**src/esp_pkg.sv**
```systemverilog
package esp_pkg;
    // ****************************************************************
    // record geometry
    // ****************************************************************
    localparam int          NUM_REC      = 4;            // records in this node
    localparam int          REC_W        = 2;            // record index width
    localparam int          ADDR_W       = 12;           // memory-mapped byte address width
    localparam int          DATA_W       = 64;           // register width
    localparam int          LOW_W        = 32;           // narrow system-register move width
    localparam logic [11:0] STATUS_BASE  = 12'h010;      // first status copy
    localparam int          REC_STRIDE_SH = 6;           // copies spaced 64 bytes apart
    localparam logic [5:0]  STATUS_LOW   = 6'h10;        // offset inside each 64-byte slot

    // ****************************************************************
    // field positions
    // ****************************************************************
    localparam int          AV_BIT       = 31;           // address valid
    localparam int          V_BIT        = 30;           // status valid
    localparam int          UE_BIT       = 29;           // uncorrected
    localparam int          ER_BIT       = 28;           // in-band response signaled
    localparam int          OF_BIT       = 27;           // overflow
    localparam int          SYN_BIT      = 8;            // local interrupting syndrome

    // ****************************************************************
    // build options
    // ****************************************************************
    localparam logic [NUM_REC-1:0] REC_IMPL   = 4'hf;    // implemented records
    localparam logic        ADDR_SUPPORTED    = 1'b1;    // address recording present
    localparam logic        CNT_IMPL          = 1'b0;    // corrected-error counter present
    localparam logic        DEFER_RESP        = 1'b1;    // deferred errors may respond in-band
    localparam logic [DATA_W-1:0] ZERO_WORD   = 64'h0;   // reads of absent state

    // ****************************************************************
    // types
    // ****************************************************************
    typedef enum logic [1:0]
    {
        ESP_CORRECTED   = 2'b00,
        ESP_DEFERRED    = 2'b01,
        ESP_UNCORRECTED = 2'b10,
        ESP_NONE        = 2'b11
    } esp_err_e;
endpackage

```
**src/esp_status_bank.sv**
```systemverilog
// Functional notes
// 64-bit status per record, 64-byte stride from 0x010
// system view: 32/64-bit moves via record selector
// bits 63:32 and 18:16 read zero
// unimplemented record reads zero, ignores writes
// writing zero to local fields quiesces record
// writing zero drops the syndrome interrupt request
// interrupting syndrome disabled after cold reset
// bit 31 address valid, one-to-clear
// bit 30 recorded flag, one-to-clear
// bit 29 uncorrected flag, one-to-clear
// uncorrected and overflow meaningless while unrecorded
// bit 28 set on in-band error response
// response flag one-to-clear, valid with UE/DE
// deferred errors may set response flag
// overflow set on counter wrap or repeat record
// overflow otherwise unchanged on recording
// counter overflow interplay may be undefined
// software clears UE/OF along with recorded
// cold reset clears address valid and recorded
// flags 31:27 kept over recovery reset
// write one clears, set beats clear
`timescale 1ns/100ps
module esp_status_bank
    import esp_pkg::*;
(
    input  wire logic                        clk,           // 20 MHz system clock
    input  wire logic                        rst_b,         // cold reset, sync, active low
    input  wire logic                        er_rst_b,      // error recovery reset, active low
    input  wire logic                        mm_req,        // memory-mapped access strobe
    input  wire logic                        mm_wr,         // 1 write, 0 read
    input  wire logic [esp_pkg::ADDR_W-1:0]  mm_addr,       // byte address
    input  wire logic [esp_pkg::DATA_W-1:0]  mm_wdata,      // write data
    output logic      [esp_pkg::DATA_W-1:0]  mm_rdata,      // read data
    output logic                             mm_ack,        // one-cycle answer
    input  wire logic                        sr_req,        // system register move strobe
    input  wire logic                        sr_wr,         // 1 write move, 0 read move
    input  wire logic                        sr_wide,       // 1 full 64-bit, 0 low 32-bit
    input  wire logic [esp_pkg::REC_W-1:0]   record_selector, // record chosen for the view
    input  wire logic [esp_pkg::DATA_W-1:0]  sr_wdata,      // move source
    output logic      [esp_pkg::DATA_W-1:0]  selected_status_view, // move result
    output logic                             sr_ack,        // one-cycle answer
    input  wire logic                        ev_valid,      // error recorded this cycle
    input  wire logic [esp_pkg::REC_W-1:0]   ev_rec,        // record that takes it
    input  wire esp_pkg::esp_err_e           ev_type,       // class of the error
    input  wire logic                        ev_addr_valid, // address captured with it
    input  wire logic                        ev_resp,       // in-band response returned
    input  wire logic                        ev_cnt_ovf,    // corrected counter wrapped
    input  wire logic                        ctl_irq_en,    // enable from record control
    output logic                             fault_irq      // fault handling request
);
    import esp_pkg::*;

    // ****************************************************************
    // state
    // ****************************************************************
    logic [NUM_REC-1:0]  av_reg;      // address valid per record
    logic [NUM_REC-1:0]  v_reg;       // recorded per record
    logic [NUM_REC-1:0]  ue_reg;      // uncorrected per record
    logic [NUM_REC-1:0]  er_reg;      // response signaled per record
    logic [NUM_REC-1:0]  of_reg;      // overflow per record
    logic [NUM_REC-1:0]  syn_reg;     // interrupting syndrome per record
    logic                irq_en_reg;  // syndrome interrupt enable
    logic [DATA_W-1:0]   word [NUM_REC]; // assembled status words

    // ****************************************************************
    // address decode
    // ****************************************************************
    logic [ADDR_W-1:0]   mm_off;      // offset from the first copy
    logic [ADDR_W-1:0]   mm_idx_w;    // slot number, wide
    logic                mm_hit;      // maps onto an existing slot
    logic [REC_W-1:0]    mm_idx;      // record addressed

    assign mm_off   = mm_addr - STATUS_BASE;
    assign mm_idx_w = mm_off >> REC_STRIDE_SH;
    assign mm_idx   = mm_idx_w[REC_W-1:0];
    // anything outside a status slot reads zero and drops writes
    assign mm_hit   = (mm_addr >= STATUS_BASE) && (mm_addr[5:0] == STATUS_LOW)
                    && (mm_idx_w < ADDR_W'(NUM_REC));

    // narrow moves zero the upper half of the data; it is all zero anyway
    logic [DATA_W-1:0]   sr_data_m;   // move data, narrowed as needed
    assign sr_data_m = sr_wide ? sr_wdata : {{(DATA_W-LOW_W){1'b0}}, sr_wdata[LOW_W-1:0]};

    // ****************************************************************
    // per-record flag logic
    // ****************************************************************
    genvar i;
    generate
        for (i = 0; i < NUM_REC; i++)
        begin : g_rec
            logic             wr_mm;   // memory-mapped write to this record
            logic             wr_sr;   // system write to this record
            logic             wr;      // any write, memory-mapped first
            logic [DATA_W-1:0] wd;     // data of that write
            logic             rec;     // error recorded here now
            logic             is_corr; // it was a corrected error
            logic             av_set, v_set, ue_set, er_set, of_set, syn_set;

            // an absent record sees no write and no event
            assign wr_mm = mm_req && mm_wr && mm_hit && (mm_idx == REC_W'(i))
                         && REC_IMPL[i];
            assign wr_sr = sr_req && sr_wr && (record_selector == REC_W'(i))
                         && REC_IMPL[i];
            assign wr    = wr_mm || wr_sr;
            assign wd    = wr_mm ? mm_wdata : sr_data_m;
            assign rec   = ev_valid && (ev_type != ESP_NONE) && (ev_rec == REC_W'(i))
                         && REC_IMPL[i];
            assign is_corr = (ev_type == ESP_CORRECTED);

            assign av_set = rec && ev_addr_valid && ADDR_SUPPORTED;
            assign v_set  = rec;
            assign ue_set = rec && (ev_type == ESP_UNCORRECTED);
            // deferred errors are allowed to respond in-band here
            assign er_set = rec && ev_resp && ((ev_type == ESP_UNCORRECTED)
                          || ((ev_type == ESP_DEFERRED) && DEFER_RESP));
            // counter wrap, or a second error while already recorded (a corrected one counts only when no counter is built)
            assign of_set = rec && ((CNT_IMPL && ev_cnt_ovf)
                          || (v_reg[i] && !is_corr)
                          || (v_reg[i] && is_corr && !CNT_IMPL));
            assign syn_set = rec && irq_en_reg;

            // flags: hardware set wins over a one-to-clear in the same cycle
            always_ff @(posedge clk)
            begin
                if (!rst_b)
                begin
                    av_reg[i] <= 1'b0;
                    v_reg[i]  <= 1'b0;
                    ue_reg[i] <= 1'b0;   // undefined after cold reset, zero chosen
                    er_reg[i] <= 1'b0;
                    of_reg[i] <= 1'b0;
                end
                else
                begin
                    // recovery reset is deliberately not looked at here
                    av_reg[i] <= av_set || (av_reg[i] && !(wr && wd[AV_BIT]));
                    v_reg[i]  <= v_set  || (v_reg[i]  && !(wr && wd[V_BIT]));
                    ue_reg[i] <= ue_set || (ue_reg[i] && !(wr && wd[UE_BIT]));
                    er_reg[i] <= er_set || (er_reg[i] && !(wr && wd[ER_BIT]));
                    // other recordings leave overflow alone
                    of_reg[i] <= of_set || (of_reg[i] && !(wr && wd[OF_BIT]));
                end
            end

            // local syndrome: plain field, zero write quiesces and drops the request
            always_ff @(posedge clk)
            begin
                if (!rst_b)
                begin
                    syn_reg[i] <= 1'b0;
                end
                else if (syn_set)
                begin
                    syn_reg[i] <= 1'b1;
                end
                else if (wr)
                begin
                    syn_reg[i] <= wd[SYN_BIT];
                end
            end

            // reserved bits and absent records assemble to zero
            always_comb
            begin
                word[i] = ZERO_WORD;
                if (REC_IMPL[i])
                begin
                    word[i][AV_BIT]  = av_reg[i] && ADDR_SUPPORTED;
                    word[i][V_BIT]   = v_reg[i];
                    // UE/OF are shown raw even while unrecorded; software ignores them
                    word[i][UE_BIT]  = ue_reg[i];
                    word[i][ER_BIT]  = er_reg[i];
                    word[i][OF_BIT]  = of_reg[i];
                    word[i][SYN_BIT] = syn_reg[i];
                end
            end
        end
    endgenerate

    // ****************************************************************
    // interrupt enable and request
    // ****************************************************************
    // enable tracks the control field but starts off after cold reset;
    // recovery reset also drops it so a stale enable cannot re-fire
    always_ff @(posedge clk)
    begin
        if (!rst_b)
        begin
            irq_en_reg <= 1'b0;
        end
        else if (!er_rst_b)
        begin
            irq_en_reg <= 1'b0;
        end
        else
        begin
            irq_en_reg <= ctl_irq_en;
        end
    end

    // request follows the syndrome bits one cycle late
    always_ff @(posedge clk)
    begin
        if (!rst_b)
        begin
            fault_irq <= 1'b0;
        end
        else
        begin
            fault_irq <= |syn_reg;
        end
    end

    // ****************************************************************
    // read paths
    // ****************************************************************
    // memory-mapped answer, one cycle after the strobe
    always_ff @(posedge clk)
    begin
        if (!rst_b)
        begin
            mm_ack   <= 1'b0;
            mm_rdata <= ZERO_WORD;
        end
        else
        begin
            mm_ack   <= mm_req;
            // unmapped or write: zero data
            mm_rdata <= (mm_req && !mm_wr && mm_hit) ? word[mm_idx] : ZERO_WORD;
        end
    end

    // system view answer; narrow reads return only the low half
    always_ff @(posedge clk)
    begin
        if (!rst_b)
        begin
            sr_ack               <= 1'b0;
            selected_status_view <= ZERO_WORD;
        end
        else
        begin
            sr_ack <= sr_req;
            if (sr_req && !sr_wr)
            begin
                selected_status_view <= sr_wide ? word[record_selector]
                    : {{(DATA_W-LOW_W){1'b0}}, word[record_selector][LOW_W-1:0]};
            end
            else
            begin
                selected_status_view <= ZERO_WORD;
            end
        end
    end

    // record 0 stands for all: every record runs the same generate body
    logic ev0;    // error lands in record 0
    logic wr0;    // memory-mapped write to record 0
    assign ev0 = ev_valid && (ev_type != ESP_NONE) && (ev_rec == '0);
    assign wr0 = mm_req && mm_wr && mm_hit && (mm_idx == '0) && !sr_req;
endmodule

```
**config.mk**
```make
export PLATFORM = sky130hd
export DESIGN_NAME = esp_status_bank
export DESIGN_NICKNAME = d
export VERILOG_FILES = /design/src/esp_pkg.sv /design/src/esp_status_bank.sv
export SDC_FILE = /design/constraint.sdc
export NUM_CORES = 1
export LEC_CHECK = 0
export ABC_AREA = 1
export BUFFER_PORTS_ARGS = -buffer_cell sky130_fd_sc_hd__buf_2
export CAP_MARGIN = 10
export CORE_AREA = 2 2 114 116
export DETAILED_ROUTE_END_ITERATION = 6
export DIE_AREA = 0 0 116 118
export PLACE_DENSITY_LB_ADDON = 0.08
export SETUP_SLACK_MARGIN = 0.05
export SYNTH_ARGS = -nofsm -noshare
export SYNTH_HDL_FRONTEND = slang
export SYNTH_SLANG_ARGS = --single-unit
```
**constraint.sdc**
```tcl
create_clock -name clk -period 1.4 [get_ports clk]
set_clock_uncertainty 0.1 [all_clocks]
set_input_delay 0.07 -clock clk [delete_from_list [all_inputs] [get_ports clk]]
set_output_delay 0.07 -clock clk [all_outputs]
set_load 0.05 [all_outputs]
```
**Word-level counts from Yosys, hierarchy flattened**

Index checks and enable logic that the tools add are counted.

- Input bits: 159
- Bits in registers: 156
- Output and inout port bits: 131

- Bitwise logic cells: 2
- Reductions and logical operators: 158
- Add/sub/neg operators: 1
- Equality and inequality tests: 13
- Magnitude comparators: 4
- Multiplexer cells: 18

Operators with widths:

| cell | number |
|---|---|
| 64-bit binary-select mux with 2-bit select | 2 |
| 64-bit two-way mux | 4 |
| 32-bit two-way mux | 4 |
| 1-bit logical AND | 93 |
| 1-bit logical OR | 29 |
| 1-bit logical NOT | 23 |
| 2-bit equality test, second input constant | 7 |
| 12-bit by 5-bit greater-or-equal comparator with 1-bit output, second input constant | 1 |
| 12-bit by 5-bit subtractor with 12-bit output, second input constant | 1 |
| 2-bit by 1-bit equality test with 1-bit output, second input constant | 4 |
| 2-bit logical NOT | 4 |
| 1-bit two-way mux | 8 |
| 2-bit nonzero test | 4 |
| 6-bit by 5-bit equality test with 1-bit output, second input constant | 1 |
| 3-bit greater-or-equal comparator, second input constant | 2 |
| 6-bit by 3-bit less-than comparator with 1-bit output, second input constant | 1 |
| 2-bit inverter with 3-bit output | 2 |
| 2-bit AND reduction | 3 |
| 4-bit OR reduction | 1 |
| 3-bit AND reduction | 1 |
| 2-bit inequality test, second input constant | 1 |

**Depth between registers and ports, before layout**

Gate-level depths: netlist of run 1.

- Depth after elaboration: 10
- Depth in mapped cells: 10

**Worst setup path after synthesis of run 1**

Ideal clock, no wire load.

- Path kind: input to register
- Start: input port mm_addr[3] (netlist name)
- End: register of_reg[3]
- Arrival time: 994 ps
- Setup slack: 174 ps
- Buffers on the path: 1
- Data required time: 1,168 ps
- Cell stages on the path: 7
- Cells stage by stage: nor2_1 > nand2_1 > nor3_4 > buf_2 > nand3_1 > nand3_1 > a21oi_1

- Word-level cells in the longest chain between the ends: 10

RTL lines:

| what | line | text |
|---|---|---|
| start, declared | esp_status_bank.sv:32 | `input wire logic [esp_pkg::ADDR_W-1:0] mm_addr,` |
| 12-bit by 5-bit subtractor with 12-bit output (tied with other cells) | esp_status_bank.sv:74 | `assign mm_off = mm_addr - STATUS_BASE;` |
| 6-bit by 3-bit less-than comparator with 1-bit output or 1-bit logical AND (tied branches) | esp_status_bank.sv:79, esp_status_bank.sv:78 |  |
| 1-bit logical AND | esp_status_bank.sv:79 | `&& (mm_idx_w < ADDR_W'(NUM_REC));` |
| 1-bit logical AND | esp_status_bank.sv:101 | `assign wr_mm = mm_req && mm_wr && mm_hit && (mm_idx == REC_W'(i))` |
| 1-bit logical AND * | esp_status_bank.sv:101 |  |
| 32-bit two-way mux or 1-bit logical OR (tied branches) | esp_status_bank.sv:106, esp_status_bank.sv:105 |  |
| 1-bit logical AND * | esp_status_bank.sv:142 | `of_reg[i] <= of_set \|\| (of_reg[i] && !(wr && wd[OF_BIT]));` |
| 1-bit logical NOT * | esp_status_bank.sv:142 |  |
| 1-bit logical AND * | esp_status_bank.sv:142 |  |
| 1-bit logical OR * | esp_status_bank.sv:142 |  |
| end signal, assigned by index | esp_status_bank.sv:142 |  |
| end, declared | esp_status_bank.sv:61 | `logic [NUM_REC-1:0] of_reg;` |

Every way passes the cells marked *; elsewhere a longest branch is shown, timed or not.
A chain may end at the register's enable or synchronous reset.

**Worst setup path after layout of run 1**

- Start: input port mm_req
- End: register mm_rdata[30] (netlist name)

- Word-level cells in the longest chain between the ends: 3

RTL lines:

| what | line | text |
|---|---|---|
| start, declared | esp_status_bank.sv:30 | `input wire logic mm_req,` |
| 1-bit logical AND (2 in series) | esp_status_bank.sv:230 | `mm_rdata <= (mm_req && !mm_wr && mm_hit) ? word[mm_idx] : ZERO_WORD;` |
| 2-bit AND reduction (no source line) | -- |  |
| end signal, assigned | esp_status_bank.sv:230 |  |
| end, declared | esp_status_bank.sv:34 | `output logic [esp_pkg::DATA_W-1:0] mm_rdata,` |

No other way between the ends.

==> results of run 1 <==
[worst min path at each step]
stage | startpoint | end | slack (ps)
finish | mm_wdata[8] | syn_reg[1] | 10
global route | mm_wdata[8] | syn_reg[1] | 30
global placement | sr_req | sr_ack | 190
floorplan | rst_b | syn_reg[0] | 70
CTS | mm_wdata[8] | syn_reg[3] | 10
detailed placement | sr_req | sr_ack | 180
[critical path: stages]
cell and delay (ps):
buf_2 90, dlygate4sd3_1 540, buf_4 100, nand2_1 50, nor2_1 80, nand2_1 200
a21oi_1 220
[layer usage]
layer	vias to the layer above	share of wire [%]	GRT usage [%]
li1	1367	-	-
met1	1273	46	17.22
met2	132	46	20.65
met3	12	6.6	1.751
met4	0	1.1	2.902
met5	-	0	0
[logic make-up after synthesis]
kind of cell | count (synthesis)
other cells | 1
simple gates | 181
fa+ha+maj | 3
buf+inv | 158
flops | 40
compound gates | 57
[synthesized netlist by cell type, types with 3 or more instances]
library cell  number  area, µm²
nand3_1           54      270.3
a22oi_1           17      127.6
o21ai_0            5      25.02
buf_2              8      40.04
buf_4            116      870.8
nor3_1             4      20.02
ha_1               3      37.54
a21oi_1           26      130.1
nor2_1            39      146.4
inv_1             31      116.4
dfxtp_1           40      800.8
a31oi_1            7      43.79
nand2_1           79      296.5
clkbuf_1           3      11.26
[final cells by class]
| cell class | count | area, µm² |
|---|---|---|
| sequential | 40 | 800.8 |
| tap | 172 | 215.2 |
| clock inverter | 2 | 35.03 |
| clock buffer | 6 | 128.9 |
| multi-input combinational | 357 | 1598 |
| inverter | 31 | 116.4 |
| timing repair buffer | 92 | 591.8 |
| fill | 1427 | 8929 |
[power by group through the flow]
stage	sequential (mW)	combinational (mW)	clock, mW
after floorplan	1.22	1.09	0
after global placement	1.21	1.06	0
after detailed placement	1.21	1.05	0
after CTS	1.19	1.07	1.35
after global routing	1.19	1.13	1.39
final	1.19	1.07	1.33
[what timing repair did]
item | 4_1_cts | 5_1_grt
hold endpoints to repair | 9 | 0
gates resized for setup | 0 | 6
hold buffers | 7 | 0
buffers inserted | 0 | 2
setup endpoints to repair | 0 | 28
[through the flow]
stage	util (%)	instances	power [mW]	TNS (ps)	hold slack, ps
2_1_floorplan	-	555	2.311	0	67.63
3_3_place_gp	25.94	683	2.268	-1591	188.7
3_5_place_dp	25.94	683	2.264	-2848	184.8
4_1_cts	27.83	698	3.600	0	11.90
5_1_grt	28.08	700	3.703	0	26.09
6_report	28.08	700	3.588	0	13.96
==> out/metrics.cfg, run 1 <==
[floorplanning]
die_area_um2 = 13690
pin_count = 290
start_util_pct = 24.15
die_x_um = 116
coreArea_um2 = 12410
num_rows = 41
die_h_um = 118

[placement]
dp_hpwl_um = 6902
io_buffers = 55
gp_congestion = 0.8189
pre_cts_ws_ps = -159.2
dpl_cell_area_um2 = 3221

[synthesis]
yosys.area_share.simple_pct = 25.83
synth_top_family_by_area = buffers and inverters
ys_warn_count = 0
syn_area_per_cell_um2 = 6.813
synthAdderAreaFrac_pct = 1.252
yosysUniqueCellTypes = 22
ys_ff_latch = 40
synthCells = 440
async_flop_share_pct = 0
synth_area_um2 = 2998
synth_edf_count = 0
ys.flop_type = dfxtp_1
synth_compound_area_share_pct = 11.44
synth-xor-area-share_pct = 0
yosysSeqAreaShare_pct = 26.71
synthMuxAreaShare_pct = 0

[timing]
finalHoldViolations = 0
setup_violations = 0
max_freq_mhz = 804.3
rsz0062_at_grt = no
period_needed_ps = 1243
slew_violations = 0
setup_ws_ps = 156.6
min_period_over_period_pct = 88.81

[final_layout]
finalInstanceArea_um2 = 3486
num_antenna_cells = 0
mostFrequentLayoutCells = conb_1, nand2_1, buf_2
final_common_cell = conb_1
post_route_cells_drive_above_1_share_pct = 18.56
areaGrowthSynthToFinish_pct = 16.28
nets = 689
largestRegisters = mm_rdata x6, selected_status_view x6

[critical_path]
cp-endpoint = mm_rdata[30]
worst_ep_arrival_time_ps = 1350
start_kind = primary input
r2r_setup_slack_ps = 340
crit_type = primary input to register
endpoint_kind = register
reg2reg_to = syn_reg[2]
startpoint = mm_req
ff2ff_path_depth = 5
crit-reg2reg-launch = syn_reg[2]
critical_path_required_ps = 1500
crit_path_max_fanout = 6

[power_and_ir_drop]
p_sw_share_pct = 39.92
clkPwrFrac_pct = 37.1
intPower_mw = 2.156
vdd_drop_max_uv = 358.4
p_leak_nw = 1.665
switchingPower_mw = 1.432
combPwrFrac_pct = 29.9
pwr-share-seq_pct = 33.1
p_per_area_nw_per_um2 = 1029

[global_routing]
grt_pass1_vias = 2444
overflow = 0
grt_max_degree = 23
grt_usage_pct = 12.54
antenna_found_initial = 0
grt_pass1_wl_um = 13290

[routing]
drc = 0
dr.first_iter.drc_count = 221
viasPerCell = 3.977
wire_per_inst_um = 12.80
vias = 2784
ant_nets = 0
routed_wl_um = 8962
firstDrtPassIters = 4

[clocking]
cts_root_buf = clkbuf_16
clock_sinks = 40
cts.reportedPaths.clkPinSlew_ps = 60
numCtsBuffers = 5
h-tree-depth = 2
clock_latency_ps = 290
clockBufferDepth = 2
cts_tree = built

[min_path]
whs_path_depth = 3
hold_path_class = primary input to register

[flow_run]
max_cap_viol_count = 0

[run_status]
outcome = complete, no violations

(Power assumes the default switching activity.)
==> inputs of run 2 (changes only) <==
--- a/config.mk
+++ b/config.mk
@@ -6,11 +6,11 @@
 export NUM_CORES = 1
 export LEC_CHECK = 0
 export ABC_AREA = 1
-export BUFFER_PORTS_ARGS = -buffer_cell sky130_fd_sc_hd__buf_2
 export CAP_MARGIN = 10
-export CORE_AREA = 2 2 114 116
+export CORE_AREA = 5 5 111 113
 export DETAILED_ROUTE_END_ITERATION = 6
 export DIE_AREA = 0 0 116 118
+export DONT_BUFFER_PORTS = 1
 export PLACE_DENSITY_LB_ADDON = 0.08
 export SETUP_SLACK_MARGIN = 0.05
 export SYNTH_ARGS = -nofsm -noshare
==> run 2 against run 1 <==
- the run now ends with negative hold slack left
- global-route usage increased by 0.056 points
- first-iteration DRC count decreased by 41%
- count of clock-buffer cells in the layout decreased by 1
- sequential share of layout area increased by 2.6 points
- largest cell class unchanged
- core utilization fell by 0.13 points
- cell count decreased by 12%
- critical path depth fell by 3
- maximum frequency grew 0.81%
- combinational power decreased by 9%
- highest routed layer unchanged
- critical path type unchanged
- clock power is 16% lower
==> out/metrics.cfg, run 2 (synthesized netlist as in run 1, its figures left out) <==
[clocking]
cts.reportedPaths.clkPinSlew_ps = 60  ; about the same
clock_sinks = 40  ; unchanged
clock_latency_ps = 280  ; about the same
cts_root_buf = clkbuf_16
clockBufferDepth = 2  ; unchanged
h-tree-depth = 2  ; unchanged
cts_setup_buffers = 0  ; unchanged
cts_tree = built
numCtsBuffers = 5  ; unchanged

[run_status]
outcome = finished with violations
violations = negative hold slack

[routing]
vias = 2491  ; -11%
drc = 0  ; unchanged
routed_wl_um = 8813  ; -1.7%
firstDrtPassIters = 4  ; unchanged
viasPerCell = 4.057  ; +2.0%
wire_per_inst_um = 14.35  ; +12%
dr.first_iter.drc_count = 131  ; -41%
ant_nets = 0  ; unchanged

[critical_path]
crit_path_max_fanout = 6  ; unchanged
cpPeakStageDelay_ps = 670  ; +130 ps
ff2ff_path_depth = 5  ; unchanged
worst-path-buf-inv = 1  ; -2
start_kind = primary input
endpoint_kind = register
critPathTopFamily = buffers and inverters
critical_path_required_ps = 1500  ; about the same
crit-reg2reg-launch = syn_reg[2]
reg2reg_to = syn_reg[2]
worst_ep_arrival_time_ps = 1340  ; about the same
r2r_setup_slack_ps = 340  ; about the same
crit_type = primary input to register
timing.critical_path.cells = dlygate4sd3_1 -> nand2_1 -> or2_2 -> a31oi_1
slowest_stage = dlygate4sd3_1

[global_routing]
grt_pass1_wl_um = 13610  ; +2.4%
grt_pass1_vias = 2461  ; +0.70%
grt_usage_pct = 12.60  ; +0.056 points
grt_max_degree = 24  ; +4.3%
overflow = 0  ; unchanged
antenna_found_initial = 0  ; unchanged

[power_and_ir_drop]
p_sw_share_pct = 41.84  ; +1.9 points
intPower_mw = 1.918  ; -11%
pwr-share-seq_pct = 36.6  ; +3.5 points
clkPwrFrac_pct = 33.8  ; -3.3 points
vdd_drop_max_uv = 469.1  ; +31%
p_per_area_nw_per_um2 = 1051  ; +2.1%
combPwrFrac_pct = 29.6  ; -0.3 points
total_power_mw = 3.298  ; -8.1%
switchingPower_mw = 1.380  ; -3.7%
p_leak_nw = 1.370  ; -18%

[final_layout]
areaGrowthSynthToFinish_pct = 4.633
post_route_cells_drive_above_1_share_pct = 6.582  ; -12 points
num_antenna_cells = 0  ; unchanged
finalInstanceArea_um2 = 3137  ; -10%
largestRegisters = mm_rdata x6, selected_status_view x6
mostFrequentLayoutCells = conb_1, nand2_1, nand3_1
fillCellCount = 1251  ; -12%
nets = 633  ; -8.1%
final_common_cell = conb_1

[placement]
dpl_cell_area_um2 = 2836  ; -12%
io_buffers = 0  ; -100%
gp_congestion = 0.8285  ; +1.2%
dp_hpwl_um = 6653  ; -3.6%

[timing]
slew_violations = 0  ; unchanged
max_freq_mhz = 810.7  ; +0.81%
rsz0062_at_grt = no
whs_ps = -4.380  ; -18.34 ps
finalHoldViolations = 1  ; +1
finalSetupTns_ps = 0  ; unchanged
min_period_over_period_pct = 88.10  ; -0.71 points
setup_violations = 0  ; unchanged
period_needed_ps = 1233  ; -9.940 ps

[floorplanning]
start_util_pct = 26.71  ; +2.6 points
pin_count = 290  ; unchanged
die_h_um = 118  ; unchanged
coreArea_um2 = 11220  ; -9.6%
die_x_um = 116  ; unchanged
num_rows = 39  ; -4.9%
die_area_um2 = 13690  ; unchanged

[min_path]
min_to = mm_rdata[29]
worstHoldStart = mm_wr
whs_path_depth = 3  ; unchanged
hold_path_class = primary input to register

[flow_run]
max_cap_viol_count = 0  ; unchanged

[run 2: cell count changes in the layout (fill, tap and decap cells not counted), sizes merged]
cell | before | now
buf | 85 | 20
bufinv | 1 | 0
clkbuf | 6 | 5
clkinvlp | 0 | 1
dlygate4sd3 | 5 | 16
dlymetal6s4s | 2 | 0
[run 2: per-layer routing]
layer / vias to the layer above / global-route usage, % / routed length (µm)
li1: 1256 / - / -
met1: 1115 / 17.63 / 3830
met2: 115 / 20.68 / 4248
met3: 5 / 1.902 / 696
met4: 0 / 1.958 / 38
met5: - / 0 / 0
[run 2: worst reg2reg max path, cell delays in order (launching register included)]
cell,delay [ps]
dfxtp_1,350
a21boi_0,140
o21ai_0,180
nand3_1,100
nand2_1,70
inv_1,40
[run 2: area by class of cell]
class                           instances  area, µm²  area share (%)
Timing Repair Buffer                   36      310.3           9.892
Clock buffer                            5      125.1           3.989
Multi-Input combinational cell        357       1593           50.78
Inverter                               31      116.4           3.710
Sequential cell                        40      800.8           25.53
Tap cell                              143      178.9           5.704
Clock inverter                          2      12.51          0.3989
[run 2: worst max path at each step]
| stage | start | end | depth (start not counted) |
|---|---|---|---|
| 2_1_floorplan | mm_addr[3] | of_reg[3] | 7 |
| 3_3_place_gp | mm_addr[3] | v_reg[1] | 7 |
| 3_5_place_dp | mm_addr[3] | ue_reg[3] | 7 |
| 4_1_cts | rst_b | mm_rdata[28] | 5 |
| 5_1_grt | rst_b | selected_status_view[27] | 4 |
| 6_report | rst_b | selected_status_view[29] | 4 |
[run 2: power by group through the flow]
stage	clock, mW	combinational [mW]	sequential (mW)
final	1.12	0.976	1.21
after global placement	0	0.915	1.23
after CTS	1.15	0.967	1.21
after floorplan	0	1.09	1.22
after global routing	1.20	1.03	1.21
after detailed placement	0	0.913	1.23
[run 2: timing repair]
item,4_1_cts,5_1_grt
hold endpoints to repair,33,0
resized for setup,0,1
hold buffers,16,0
endpoints found under the setup margin,0,6
[run 2: through the flow]
stage / std cells / utilization [%] / hold WS [ps] / setup slack, ps
detailed placement: 591 / 25.27 / 79.99 / 44.93
global placement: 591 / 25.27 / 79.14 / 42.01
global route: 614 / 27.95 / 27.44 / 65.25
floorplan: 555 / - / 67.63 / 173.9
finish: 614 / 27.95 / -4.380 / 166.6
CTS: 614 / 27.93 / 3.612 / 116.4
